## config.mk

```make
export PLATFORM = sky130hd
export DESIGN_NAME = spcd_decoder
export DESIGN_NICKNAME = d
export VERILOG_FILES = /design/src/shared/spcd_pkg.sv /design/src/verilog/spcd_decoder.sv /design/src/verilog/spcd_lock_store.sv
export SDC_FILE = /design/constraint.sdc
export NUM_CORES = 1
export LEC_CHECK = 0
export ABC_AREA = 1
export BUFFER_PORTS_ARGS = -buffer_cell sky130_fd_sc_hd__buf_2
export CORE_UTILIZATION = 45
export DETAILED_ROUTE_END_ITERATION = 8
export GPL_TIMING_DRIVEN = 0
export PLACE_DENSITY = 0.71
export SLEW_MARGIN = 15
export SYNTH_ARGS = -nofsm -noshare
export SYNTH_HDL_FRONTEND = slang
export SYNTH_SLANG_ARGS = --single-unit
```

## constraint.sdc

```tcl
create_clock -name hclk -period 3.3 [get_ports hclk]
set_input_delay 0.66 -clock hclk [delete_from_list [all_inputs] [get_ports hclk]]
set_output_delay 0.66 -clock hclk [all_outputs]
set_load 0.02 [all_outputs]
```

## src/shared/spcd_pkg.sv

```systemverilog
// Purpose: constants and types of the sector protection command decoder
// Assumes: word-addressed command space behind an AHB-Lite slave
// Notes:   command codes compare on the low data byte only
//
// Overview of operation
// - Command data is hex; command addresses count 16-bit words, not bytes.
// - Upper data byte ignored in command cycles except data-carrying ones.
// - Address bits from bit 11 upward ignored in unlock and command cycles.
// - Plain reads in read mode return array contents with no command.
// - Only reset leaves identification mode or a latched status error.
// - Erase suspend only during erase; suspended erase still allows reads.
// - Erase resume only when erase-suspended; program resume likewise.
// - Protection register bits are one-time programmable, 1 to 0 only.
// - Programming both mode lock bits at once aborts to read mode.
// - After an entry command the device stays in the overlay until exit.
// - Exit is 90 then 0 at any address; back to array reading.
// - F0 at any address aborts the overlay and returns to read mode.
// - Lock read: bit 0 low when protected, bits 1 to 15 high.
// - Lock program takes any address inside the sector.
// - Register-style reads are valid for the first word only.
// - Status word: bit0 overall, bit1 volatile, bit2 non-volatile; rest high.
// - Status query: write 60 anywhere, then read at the sector address.
// - Erase all locks: 80 anywhere, then 30 at word 0.
// - In the lock overlay a read at a sector returns its lock in bit 0.
package spcd_pkg;

	// ----------------------------------------------------------------
	// geometry
	// ----------------------------------------------------------------
	localparam int WORD_AW     = 25;
	localparam int LOW_AW      = 11;
	localparam int SECT_W      = 8;
	localparam int SECT_LSB    = 17;
	localparam int NUM_SECT    = 256;
	localparam int CTL_SEL_BIT = 31;

	// ----------------------------------------------------------------
	// command addresses and codes
	// ----------------------------------------------------------------
	localparam logic [10:0] ADDR_UNLOCK1  = 11'h555;
	localparam logic [10:0] ADDR_UNLOCK2  = 11'h2AA;
	localparam logic [10:0] ADDR_ZERO     = 11'h000;
	localparam logic [7:0]  CMD_UNLOCK1   = 8'hAA;
	localparam logic [7:0]  CMD_UNLOCK2   = 8'h55;
	localparam logic [7:0]  CMD_ID_ENTRY  = 8'h90;
	localparam logic [7:0]  CMD_NVL_ENTRY = 8'hC0;
	localparam logic [7:0]  CMD_PMR_ENTRY = 8'h40;
	localparam logic [7:0]  CMD_PROGRAM   = 8'hA0;
	localparam logic [7:0]  CMD_ERASE     = 8'h80;
	localparam logic [7:0]  CMD_ERASE_ALL = 8'h30;
	localparam logic [7:0]  CMD_STATUS_Q  = 8'h60;
	localparam logic [7:0]  CMD_EXIT1     = 8'h90;
	localparam logic [7:0]  CMD_EXIT2     = 8'h00;
	localparam logic [7:0]  CMD_RESET     = 8'hF0;
	localparam logic [7:0]  CMD_ERS_SUSP  = 8'hB0;
	localparam logic [7:0]  CMD_ERS_RES   = 8'h30;
	localparam logic [7:0]  CMD_PRG_SUSP  = 8'h51;
	localparam logic [7:0]  CMD_PRG_RES   = 8'h50;
	localparam logic [7:0]  LOCK_PRG_DATA = 8'h00;

	// ----------------------------------------------------------------
	// data words and reset values
	// ----------------------------------------------------------------
	localparam logic [15:0] PMR_RESET     = 16'hFFFF;
	localparam int          PMR_PERS_BIT  = 1;
	localparam int          PMR_PWD_BIT   = 2;
	localparam logic [14:0] LOCK_FILL     = 15'h7FFF;
	localparam logic [12:0] PSTAT_FILL    = 13'h1FFF;
	localparam logic [15:0] ID_WORD       = 16'h0A5A; // arbitrary value
	localparam int          STAT_ERR_BIT  = 5;
	localparam int          STAT_RDY_BIT  = 7;
	localparam logic [NUM_SECT-1:0] NVL_RESET = '1;

	// ----------------------------------------------------------------
	// types
	// ----------------------------------------------------------------
	typedef enum logic [3:0] {
		M_RD  = 4'b0001,
		M_ID  = 4'b0010,
		M_NVL = 4'b0100,
		M_PMR = 4'b1000
	} spcd_mode_t;

	typedef enum logic [6:0] {
		S_IDLE = 7'b000_0001,
		S_U1   = 7'b000_0010,
		S_U2   = 7'b000_0100,
		S_A0   = 7'b000_1000,
		S_E80  = 7'b001_0000,
		S_Q60  = 7'b010_0000,
		S_X90  = 7'b100_0000
	} spcd_seq_t;

endpackage : spcd_pkg

```

## src/verilog/spcd_decoder.sv

```systemverilog
// Purpose: command-sequence decoder for non-volatile sector protection
// Assumes: single-word AHB-Lite transfers; array data valid in the
//          same cycle that array_addr changes
// Notes:   every transfer holds one wait state; haddr bit 31 selects
//          the decoder's own status register instead of the flash space
module spcd_decoder (
	input  wire logic        hclk,
	input  wire logic        hresetn,
	input  wire logic        hsel,
	input  wire logic [31:0] haddr,
	input  wire logic [1:0]  htrans,
	input  wire logic        hwrite,
	input  wire logic [2:0]  hsize,
	input  wire logic [31:0] hwdata,
	input  wire logic        hready,
	output logic             hreadyout,
	output logic [31:0]      hrdata,
	output logic             hresp,
	output logic [24:0]      array_addr,
	input  wire logic [15:0] array_rdata,
	input  wire logic        erase_busy,
	input  wire logic        program_busy,
	input  wire logic        status_error_bit,
	output logic             erase_suspend_req,
	output logic             erase_resume_req,
	output logic             program_suspend_req,
	output logic             program_resume_req
);

	// ----------------------------------------------------------------
	// state
	// ----------------------------------------------------------------
	typedef struct packed {
		spcd_pkg::spcd_mode_t mode;
		spcd_pkg::spcd_seq_t  seq;
		logic [15:0]          pmr;
		logic                 esusp;
		logic                 psusp;
		logic                 err;
		logic                 pend;
		logic                 pwrite;
		logic                 pctl;
		logic [24:0]          paddr;
		logic                 hready;
		logic                 hresp;
		logic [31:0]          hrdata;
		logic [24:0]          aaddr;
		logic                 ers_susp;
		logic                 ers_res;
		logic                 prg_susp;
		logic                 prg_res;
	} spcd_state_t;

	spcd_state_t s_q;
	spcd_state_t s_d;

	logic        nv_prog;
	logic        nv_erase;
	logic        nv_unlocked;
	logic        take;
	logic        busy;
	logic [7:0]  wd;
	logic [10:0] la;

	// ----------------------------------------------------------------
	// helpers
	// ----------------------------------------------------------------
	// upper data byte is a don't-care for command codes
	function automatic logic is_cmd(input logic [31:0] d,
	                                input logic [7:0]  code);
		is_cmd = (d[7:0] == code);
	endfunction : is_cmd

	// only the bits below 11 matter in unlock and command cycles
	function automatic logic [10:0] low_addr(input logic [24:0] w);
		low_addr = w[spcd_pkg::LOW_AW-1:0];
	endfunction : low_addr

	function automatic logic [7:0] sector_of(input logic [24:0] w);
		sector_of = w[spcd_pkg::SECT_LSB +: spcd_pkg::SECT_W];
	endfunction : sector_of

	function automatic logic [15:0] status_word(input logic rdy,
	                                            input logic err);
		logic [15:0] v;
		v = 16'h0000;
		v[spcd_pkg::STAT_RDY_BIT] = rdy;
		v[spcd_pkg::STAT_ERR_BIT] = err;
		status_word = v;
	endfunction : status_word

	// ----------------------------------------------------------------
	// lock bit storage
	// ----------------------------------------------------------------
	spcd_lock_store u_store (
		.hclk      (hclk),
		.hresetn   (hresetn),
		.sel_idx   (sector_of(s_q.paddr)),
		.prog_lock (nv_prog),
		.erase_all (nv_erase),
		.unlocked  (nv_unlocked)
	);

	// ----------------------------------------------------------------
	// bus capture and decode
	// ----------------------------------------------------------------
	// a word address is the byte address over four
	assign take = hsel && htrans[1] && hready && !s_q.pend;
	assign busy = (erase_busy && !s_q.esusp) ||
	              (program_busy && !s_q.psusp);
	assign wd   = hwdata[7:0];
	assign la   = low_addr(s_q.paddr);

	always_comb begin
		s_d          = s_q;
		s_d.ers_susp = 1'b0;
		s_d.ers_res  = 1'b0;
		s_d.prg_susp = 1'b0;
		s_d.prg_res  = 1'b0;
		nv_prog      = 1'b0;
		nv_erase     = 1'b0;

		// hardware status error wins over a reset in the same cycle
		if (status_error_bit && busy && s_q.mode == spcd_pkg::M_RD) begin
			s_d.err = 1'b1;
		end

		if (s_q.pend) begin
			s_d.pend   = 1'b0;
			s_d.hready = 1'b1;
			s_d.hrdata = 32'h0000_0000;

			// ------------------------------------------------
			// decoder status register
			// ------------------------------------------------
			if (s_q.pctl) begin
				if (!s_q.pwrite) begin
					s_d.hrdata = {18'h0_0000, s_q.seq, s_q.err,
					              s_q.psusp, s_q.esusp, s_q.mode};
				end
			end

			// ------------------------------------------------
			// command writes
			// ------------------------------------------------
			else if (s_q.pwrite) begin
				if (is_cmd(hwdata, spcd_pkg::CMD_RESET)) begin
					s_d.mode = spcd_pkg::M_RD;
					s_d.seq  = spcd_pkg::S_IDLE;
					if (!status_error_bit) begin
						s_d.err = 1'b0;
					end
				end else if (s_q.seq == spcd_pkg::S_X90) begin
					s_d.seq = spcd_pkg::S_IDLE;
					if (is_cmd(hwdata, spcd_pkg::CMD_EXIT2)) begin
						s_d.mode = spcd_pkg::M_RD;
					end
				end else begin
					case (s_q.mode)
					spcd_pkg::M_RD: begin
						// a latched error leaves only reset to act
						if (!s_q.err) begin
							case (s_q.seq)
							spcd_pkg::S_U1: begin
								if (is_cmd(hwdata, spcd_pkg::CMD_UNLOCK2) &&
								    la == spcd_pkg::ADDR_UNLOCK2) begin
									s_d.seq = spcd_pkg::S_U2;
								end else begin
									s_d.seq = spcd_pkg::S_IDLE;
								end
							end
							spcd_pkg::S_U2: begin
								s_d.seq = spcd_pkg::S_IDLE;
								if (la == spcd_pkg::ADDR_UNLOCK1) begin
									if (wd == spcd_pkg::CMD_ID_ENTRY &&
									    (!erase_busy || s_q.esusp)) begin
										s_d.mode = spcd_pkg::M_ID;
									end else if (!busy && !s_q.esusp &&
									    wd == spcd_pkg::CMD_NVL_ENTRY) begin
										s_d.mode = spcd_pkg::M_NVL;
									end else if (!busy && !s_q.esusp &&
									    wd == spcd_pkg::CMD_PMR_ENTRY) begin
										s_d.mode = spcd_pkg::M_PMR;
									end
								end
							end
							default: begin
								s_d.seq = spcd_pkg::S_IDLE;
								if (is_cmd(hwdata, spcd_pkg::CMD_UNLOCK1) &&
								    la == spcd_pkg::ADDR_UNLOCK1) begin
									s_d.seq = spcd_pkg::S_U1;
								end else if (wd == spcd_pkg::CMD_ERS_SUSP) begin
									if (erase_busy && !s_q.esusp) begin
										s_d.esusp    = 1'b1;
										s_d.ers_susp = 1'b1;
									end
								end else if (wd == spcd_pkg::CMD_ERS_RES) begin
									if (s_q.esusp && !s_q.psusp) begin
										s_d.esusp   = 1'b0;
										s_d.ers_res = 1'b1;
									end
								end else if (wd == spcd_pkg::CMD_PRG_SUSP) begin
									if (program_busy && !s_q.psusp) begin
										s_d.psusp    = 1'b1;
										s_d.prg_susp = 1'b1;
									end
								end else if (wd == spcd_pkg::CMD_PRG_RES) begin
									if (s_q.psusp) begin
										s_d.psusp   = 1'b0;
										s_d.prg_res = 1'b1;
									end
								end
							end
							endcase
						end
					end
					spcd_pkg::M_NVL: begin
						case (s_q.seq)
						spcd_pkg::S_A0: begin
							s_d.seq = spcd_pkg::S_IDLE;
							if (wd == spcd_pkg::LOCK_PRG_DATA) begin
								nv_prog = 1'b1;
							end
						end
						spcd_pkg::S_E80: begin
							s_d.seq = spcd_pkg::S_IDLE;
							if (wd == spcd_pkg::CMD_ERASE_ALL &&
							    la == spcd_pkg::ADDR_ZERO) begin
								nv_erase = 1'b1;
							end
						end
						default: begin
							// anything unknown keeps the overlay
							s_d.seq = spcd_pkg::S_IDLE;
							if (wd == spcd_pkg::CMD_PROGRAM) begin
								s_d.seq = spcd_pkg::S_A0;
							end else if (wd == spcd_pkg::CMD_ERASE) begin
								s_d.seq = spcd_pkg::S_E80;
							end else if (wd == spcd_pkg::CMD_STATUS_Q) begin
								s_d.seq = spcd_pkg::S_Q60;
							end else if (wd == spcd_pkg::CMD_EXIT1) begin
								s_d.seq = spcd_pkg::S_X90;
							end
						end
						endcase
					end
					spcd_pkg::M_PMR: begin
						if (s_q.seq == spcd_pkg::S_A0) begin
							s_d.seq = spcd_pkg::S_IDLE;
							// both mode locks going 1 to 0 together
							if (s_q.pmr[spcd_pkg::PMR_PERS_BIT] &&
							    s_q.pmr[spcd_pkg::PMR_PWD_BIT] &&
							    !hwdata[spcd_pkg::PMR_PERS_BIT] &&
							    !hwdata[spcd_pkg::PMR_PWD_BIT]) begin
								s_d.mode = spcd_pkg::M_RD;
							end else begin
								// full 16 bits carry program data
								s_d.pmr = s_q.pmr & hwdata[15:0];
							end
						end else if (wd == spcd_pkg::CMD_PROGRAM) begin
							s_d.seq = spcd_pkg::S_A0;
						end else if (wd == spcd_pkg::CMD_EXIT1) begin
							s_d.seq = spcd_pkg::S_X90;
						end else begin
							s_d.seq = spcd_pkg::S_IDLE;
						end
					end
					default: begin
						// identification mode answers only to reset
						s_d.seq = spcd_pkg::S_IDLE;
					end
					endcase
				end
			end

			// ------------------------------------------------
			// reads
			// ------------------------------------------------
			else begin
				case (s_q.mode)
				spcd_pkg::M_RD: begin
					if (s_q.err || busy) begin
						s_d.hrdata[15:0] = status_word(!busy,
						    s_q.err || status_error_bit);
					end else begin
						s_d.hrdata[15:0] = array_rdata;
					end
				end
				spcd_pkg::M_ID: begin
					s_d.hrdata[15:0] = spcd_pkg::ID_WORD;
				end
				spcd_pkg::M_NVL: begin
					if (s_q.seq == spcd_pkg::S_Q60) begin
						// volatile locks are not held here: unprotected
						s_d.hrdata[15:0] = {spcd_pkg::PSTAT_FILL,
						    nv_unlocked, 1'b1, nv_unlocked};
						// the query answers once, later reads see locks
						s_d.seq = spcd_pkg::S_IDLE;
					end else begin
						s_d.hrdata[15:0] = {spcd_pkg::LOCK_FILL,
						    nv_unlocked};
					end
				end
				default: begin
					s_d.hrdata[15:0] = s_q.pmr;
				end
				endcase
			end
		end else if (take) begin
			s_d.pend   = 1'b1;
			s_d.hready = 1'b0;
			s_d.pwrite = hwrite;
			s_d.pctl   = haddr[spcd_pkg::CTL_SEL_BIT];
			s_d.paddr  = haddr[spcd_pkg::WORD_AW+1:2];
			s_d.aaddr  = haddr[spcd_pkg::WORD_AW+1:2];
		end
	end

	// ----------------------------------------------------------------
	// registers
	// ----------------------------------------------------------------
	always_ff @(posedge hclk or negedge hresetn) begin
		if (!hresetn) begin
			s_q.mode     <= spcd_pkg::M_RD;
			s_q.seq      <= spcd_pkg::S_IDLE;
			s_q.pmr      <= spcd_pkg::PMR_RESET;
			s_q.esusp    <= 1'b0;
			s_q.psusp    <= 1'b0;
			s_q.err      <= 1'b0;
			s_q.pend     <= 1'b0;
			s_q.pwrite   <= 1'b0;
			s_q.pctl     <= 1'b0;
			s_q.paddr    <= 25'h000_0000;
			s_q.hready   <= 1'b1;
			s_q.hresp    <= 1'b0;
			s_q.hrdata   <= 32'h0000_0000;
			s_q.aaddr    <= 25'h000_0000;
			s_q.ers_susp <= 1'b0;
			s_q.ers_res  <= 1'b0;
			s_q.prg_susp <= 1'b0;
			s_q.prg_res  <= 1'b0;
		end else begin
			s_q <= s_d;
		end
	end

	// ----------------------------------------------------------------
	// outputs
	// ----------------------------------------------------------------
	assign hreadyout           = s_q.hready;
	assign hrdata              = s_q.hrdata;
	assign hresp               = s_q.hresp;
	assign array_addr          = s_q.aaddr;
	assign erase_suspend_req   = s_q.ers_susp;
	assign erase_resume_req    = s_q.ers_res;
	assign program_suspend_req = s_q.prg_susp;
	assign program_resume_req  = s_q.prg_res;

	// hsize is accepted but unused: only whole words are expected
	logic unused_size;
	assign unused_size = ^hsize;

endmodule : spcd_decoder

```

## src/verilog/spcd_lock_store.sv

```systemverilog
// Purpose: per-sector non-volatile lock bits, one flop per sector
// Assumes: program and erase strobes are single-cycle
// Notes:   a set bit means unprotected, matching the read polarity
module spcd_lock_store (
	input  wire logic                      hclk,
	input  wire logic                      hresetn,
	input  wire logic [spcd_pkg::SECT_W-1:0] sel_idx,
	input  wire logic                      prog_lock,
	input  wire logic                      erase_all,
	output logic                           unlocked
);

	typedef struct packed {
		logic [spcd_pkg::NUM_SECT-1:0] bits;
	} spcd_store_t;

	spcd_store_t s_q;
	spcd_store_t s_d;

	always_comb begin
		s_d = s_q;
		// erase and program never coincide; erase checked first anyway
		if (erase_all) begin
			s_d.bits = '1;
		end else if (prog_lock) begin
			s_d.bits[sel_idx] = 1'b0;
		end
	end

	always_ff @(posedge hclk or negedge hresetn) begin
		if (!hresetn) begin
			s_q.bits <= spcd_pkg::NVL_RESET;
		end else begin
			s_q <= s_d;
		end
	end

	assign unlocked = s_q.bits[sel_idx];

endmodule : spcd_lock_store
```

## After elaboration in Yosys (flattened, before gate mapping)

Index checks and enable logic that the tools add are counted.

- Bits in registers: 351
- Word-level logic and storage cells: 206

- Reductions and logical operators: 48
- Bitwise logic cells: 13
- $lt $le $gt $ge: 2
- Equality and inequality tests: 35
- Mux-type cells: 91

Operator list:

| cell | count |
|---|---|
| 256-bit 2-to-1 mux | 2 |
| 256-bit AND | 1 |
| 256-bit NOT | 1 |
| 7-bit 2-to-1 mux | 10 |
| 4-bit 2-to-1 mux | 17 |
| 16-bit 2-to-1 mux | 4 |
| 8-bit == test, second input constant | 7 |
| 16-bit case mux with 3 select lines | 1 |
| 1-bit 2-to-1 mux | 42 |
| 8-bit by 7-bit == test with 1-bit output, second input constant | 5 |
| 11-bit 2-to-1 mux | 3 |
| 29-bit 2-to-1 mux | 1 |
| 7-bit case mux with 3 select lines | 1 |
| 1-bit logical AND | 19 |
| 16-bit AND | 1 |
| 14-bit 2-to-1 mux | 1 |
| 2-bit nonzero test | 7 |
| 13-bit AND reduction | 1 |
| 12-bit AND reduction | 1 |
| 11-bit by 10-bit == test with 1-bit output, second input constant | 1 |
| 11-bit == test, second input constant | 1 |
| 11-bit zero test | 1 |
| 11-bit AND reduction | 1 |
| 1-bit NOT | 10 |
| other kinds (34) | 50 |

## Depth between registers and ports, before layout

- Depth in word-level cells: 16
- Mapped depth: 20
- Depth with buffers taken out: 17

## Cells and area by module

From an unflattened synthesis, not the netlist that was laid out.

- Cell total of the unflattened synthesis: 2,215
- Area, all modules: 16,891.2 um^2

Modules (own cells, without submodules):

| module | cells an instance | area each (um^2) | times used |
|---|---|---|---|
| spcd_lock_store | 1,593 | 12,244.2 | 1 |
| spcd_decoder | 622 | 4,647.0 | 1 |

## Least setup slack after synthesis

Ideal clock, no wire load.

- Path type: input-to-reg
- Start: in hwdata[1]
- End: reg u_store.s_q[101] (netlist bit)
- Arrival: 1.921 ns
- Buffers on the path: 2
- Path slack: 1.292 ns
- Data required time: 3.213 ns
- Stages: 10
- Cell sequence: nor2_2 nand2_2 nor3_2 inv_1 nor2_1 nand4_2 buf_4 clkbuf_1 o21ai_0 nand2_1

- Cells in the longest elaborated chain, start to end: 11
- Elaborated cells between the ends (all ways): 22

RTL lines:

| what | line | RTL |
|---|---|---|
| start: declaration | spcd_decoder.sv:14 | `input wire logic [31:0] hwdata,` |
| 8-bit by 6-bit == test with 1-bit output | spcd_decoder.sv:227 | `if (wd == spcd_pkg::CMD_ERASE_ALL &&` |
| 1-bit logical AND | spcd_decoder.sv:227 |  |
| 1-bit 2-to-1 mux | spcd_decoder.sv:227 |  |
| 1-bit 2-to-1 mux | spcd_decoder.sv:218 | `case (s_q.seq)` |
| 1-bit 2-to-1 mux | spcd_decoder.sv:159 | `case (s_q.mode)` |
| 1-bit 2-to-1 mux | spcd_decoder.sv:153 | `end else if (s_q.seq == spcd_pkg::S_X90) begin` |
| 1-bit 2-to-1 mux | spcd_decoder.sv:147 | `if (is_cmd(hwdata, spcd_pkg::CMD_RESET)) begin` |
| 1-bit 2-to-1 mux | spcd_decoder.sv:146 | `else if (s_q.pwrite) begin` |
| 1-bit 2-to-1 mux | spcd_decoder.sv:136 | `if (s_q.pctl) begin` |
| 1-bit 2-to-1 mux | spcd_decoder.sv:128 | `if (s_q.pend) begin` |
| 256-bit 2-to-1 mux or 2-bit nonzero test (tied branches) | - |  |
| end: declaration | spcd_lock_store.sv:17 | `spcd_store_t s_q;` |

Several ways; a longest one is shown, not always the timed one.
A chain may end at the register's enable or synchronous reset.

==> qor.txt <==
Clk buf depth: 3
Min Tclk post-route: 3240 ps
Crit path required time: 3790 ps
DIE AREA: 40100 um^2
Layout Area Growth over Synthesis: 15.5%
Logic pwr share: 18.8%
Fin crit share: 98.0%
Synth Area in Compound Gates: 11.1%
Final setup viols: 0
Rel. slew slack: 31.4%
Worst-path fanout max: 10
CP max stage delay: 620 ps
CTS root buffer: clkbuf_16
TritonRoute pass-1 iters: 7
CTS tree: yes
Vias in the first global route: 16600
Core area: 38700 um^2
CP Capture Type: flop
FP Rows: 72
Die Ht: 200 um
Residual DRC count: 0
Pin slew with the least headroom to its limit: 1030 ps
Pin count of the biggest net entering global routing: 107
Warnings from Yosys: 0
Synth cell types: 40
Net Sw Power: 3580 uW
Via density: 5.62
Post-synth ARST share: 100%
Main combinational cell family by area after synthesis: simple AND/OR/NAND/NOR gates
Detailed Place HPWL: 42800 um
CP top delay family: simple AND/OR/NAND/NOR gates
Worst-path cell chain: nor2_4 -> buf_2 -> inv_1 -> nor2_2 -> buf_2 -> nand2_1 -> o21ai_0 -> nand2_1
Post-CTS Setup Inserts: 0
Max-Cap Viols: 0
Clock share of power: 41.8%
Mapped Cells: 2388
F_max: 309 MHz
Post-synthesis mux area share: 0%
Sequential cell fraction of total power: 39.4%
Final wirelength: 64300 um
Layout cell share with drive strength beyond 1: 24.7%
Via count: 17500
Overall Global Routing Usage: 32.0%
Worst skew pair latency: 580 ps
Die width: 200 um
#FFs+latches synth: 335
Outcome: complete, no violations
Initial DRC Count: 2112
Global-route wire length before repair: 97900 um
Synth Area in XOR/XNOR: 0%
Syn Area/Cell: 7.41 um^2
CTS buffer count: 38
Final Max Slew Viols: 0
Post-layout util: 52.7%
Arr. time, crit path: 3730 ps
Critical path class: reg -> reg
I/O Pins: 156
Slowest cell on the critical path: nor2_2
Post-DRT Antenna Nets: 0
Synth Area in Adders: 0%
Antenna violations before repair: 2
RSZ-0062 raised after global routing: no
Non-filler cells, final: 3107
P per Cell Area: 543 nW/um^2
Number of diodes: 0
Worst IR Drop VDD: 0.403 mV
Post-route clock skew: 17.8 ps
RePlAce Congestion: 0.986
Filler Cells Inserted: 3737
Post-Syn Area: 17700 um^2
Crit path buf inv count: 3
Synth Flop Type: dfstp_2
Starting Density: 45.7%
Clock sink count: 335
Congestion Overflow GR: 0
PortBufs: 112
HP Class: in -> async
Simple-gate area share of the yosys netlist: 31.3%
Post-synth EDFFs: 0
Final hold viol count: 0
CTS clk-pin slew, worst paths: 60 ps
Post-synthesis sequential area ratio: 49.3%
H-tree depth: 2
WL per Instance: 20.7 um
DP Cell Count: 3037
Nets: 2652
Internal Pwr Total: 7510 uW
Sw frac: 32.3%
Nature of the critical path startpoint: flop
Leakage: 0.0103 uW
sequential cells by signal (all words and copies together) (netlist names), 16 cells and up:
name         cells
u_store.s_q    256
array_addr      25
s_q             33
hrdata          16
worst register-to-register path: stages, from the launching register on:
cell	delay (ps)
dfrtp_1	450
nor2_4	420
buf_2	450
inv_1	230
nor2_2	620
buf_2	540
nand2_1	190
o21ai_0	190
nand2_1	80
cells by family (layout without fill, tap and decap cells):
| family | Yosys count | in the layout |
|---|---|---|
| other | 1 | 17 |
| buffers and inverters | 294 | 479 |
| AO/OA/AOI/OAI | 370 | 370 |
| flip-flops | 335 | 335 |
| AND/OR/NAND/NOR | 1388 | 1388 |
what timing repair did:
action / in CTS / in global routing
hold buffers: 0 / 0
resized for setup: 3 / 6
setup endpoints to repair: 30 / 26
power by group through the flow:
stage	Sequential, uW	Clock (uW)	Combinational [uW]
finish	4370	4640	2090
global route	4380	4790	2140
CTS	4360	4640	2000
detailed placement	4420	0	1990
global placement	4410	0	1960
floorplan	4380	0	1060
metal layers:
layer  track usage, %  up-vias  share of wire (%)
met3             7.48      248                 11
li1                 -     7873                  -
met2             47.8     1093                 43
met1             42.1     8261                 39
met4             19.5        0                6.2
met5                0        -                  0
synth_stat cells, types with 9 or more instances:
| library cell | n | area, um^2 |
|---|---|---|
| nand2_1 | 1151 | 4320 |
| nor2_2 | 11 | 68.8 |
| a221oi_1 | 11 | 96.3 |
| buf_4 | 65 | 488 |
| o21ai_1 | 109 | 546 |
| clkbuf_1 | 50 | 188 |
| buf_2 | 82 | 410 |
| o21ai_0 | 215 | 1080 |
| nor2_1 | 77 | 289 |
| dfrtp_1 | 60 | 1500 |
| a21oi_1 | 12 | 60.1 |
| nand4_1 | 22 | 138 |
| dfstp_2 | 275 | 7230 |
| o31ai_1 | 9 | 67.6 |
| inv_1 | 80 | 300 |
| nand3_1 | 92 | 460 |
layout by cell type, fill, tap and decap left out, types with 11 or more instances in the layout:
cell type and instances:
nor2_2 12, a21oi_1 12, nor2_1 72, dfrtp_1 60, inv_1 80, buf_4 65, clkbuf_1 59, nand2_1 1151
buf_2 193, conb_1 17, a221oi_1 11, nand3_1 92, o21ai_1 109, o21ai_0 215, clkbuf_16 41, nand4_1 22
dfstp_2 275
path summary, 6_finish.rpt:
path / slack [ps] / start / end / cells after the start
setup / recovery: 60 / array_addr[20]$_DFFE_PN0P_ / u_store.s_q[179]$_DFFE_PN1P_ / 8
hold / removal: 80 / hresetn / array_addr[17]$_DFFE_PN0P_ / 1
setup reg to reg: 60 / array_addr[20]$_DFFE_PN0P_ / u_store.s_q[179]$_DFFE_PN1P_ / 8
hold reg to reg: 460 / s_q[104]$_DFFE_PN1P_ / s_q[104]$_DFFE_PN1P_ / 2
max in group asynchronous: 1970 / hresetn / s_q[88]$_DFFE_PN0P_ / 3
min in group hclk: 280 / haddr[5] / array_addr[3]$_DFFE_PN0P_ / 3
area by class of cell:
class	count	area (um^2)	area share, %
inverters	86	323	1.58
flip-flops and latches	335	8730	42.7
multi-input cells	1775	7600	37.2
well taps	518	648	3.17
clock buffers	56	1140	5.59
repair buffers	115	653	3.20
plain buffers	208	1140	5.57
clock inverters	14	200	0.980
metrics by stage:
stage,setup TNS (ps),hold slack (ps),area [um^2],setup WS [ps],total power [uW]
2_1_floorplan,0,364,17800,1290,5440
6_report,0,75.4,20400,65.0,11100
3_5_place_dp,-3220,457,19100,-238,6410
5_1_grt,0,107,20400,106,11300
4_1_cts,0,75.4,20400,69.2,11000
3_3_place_gp,-995260,450,19000,-4710,6380
(Power assumes the default switching activity.)
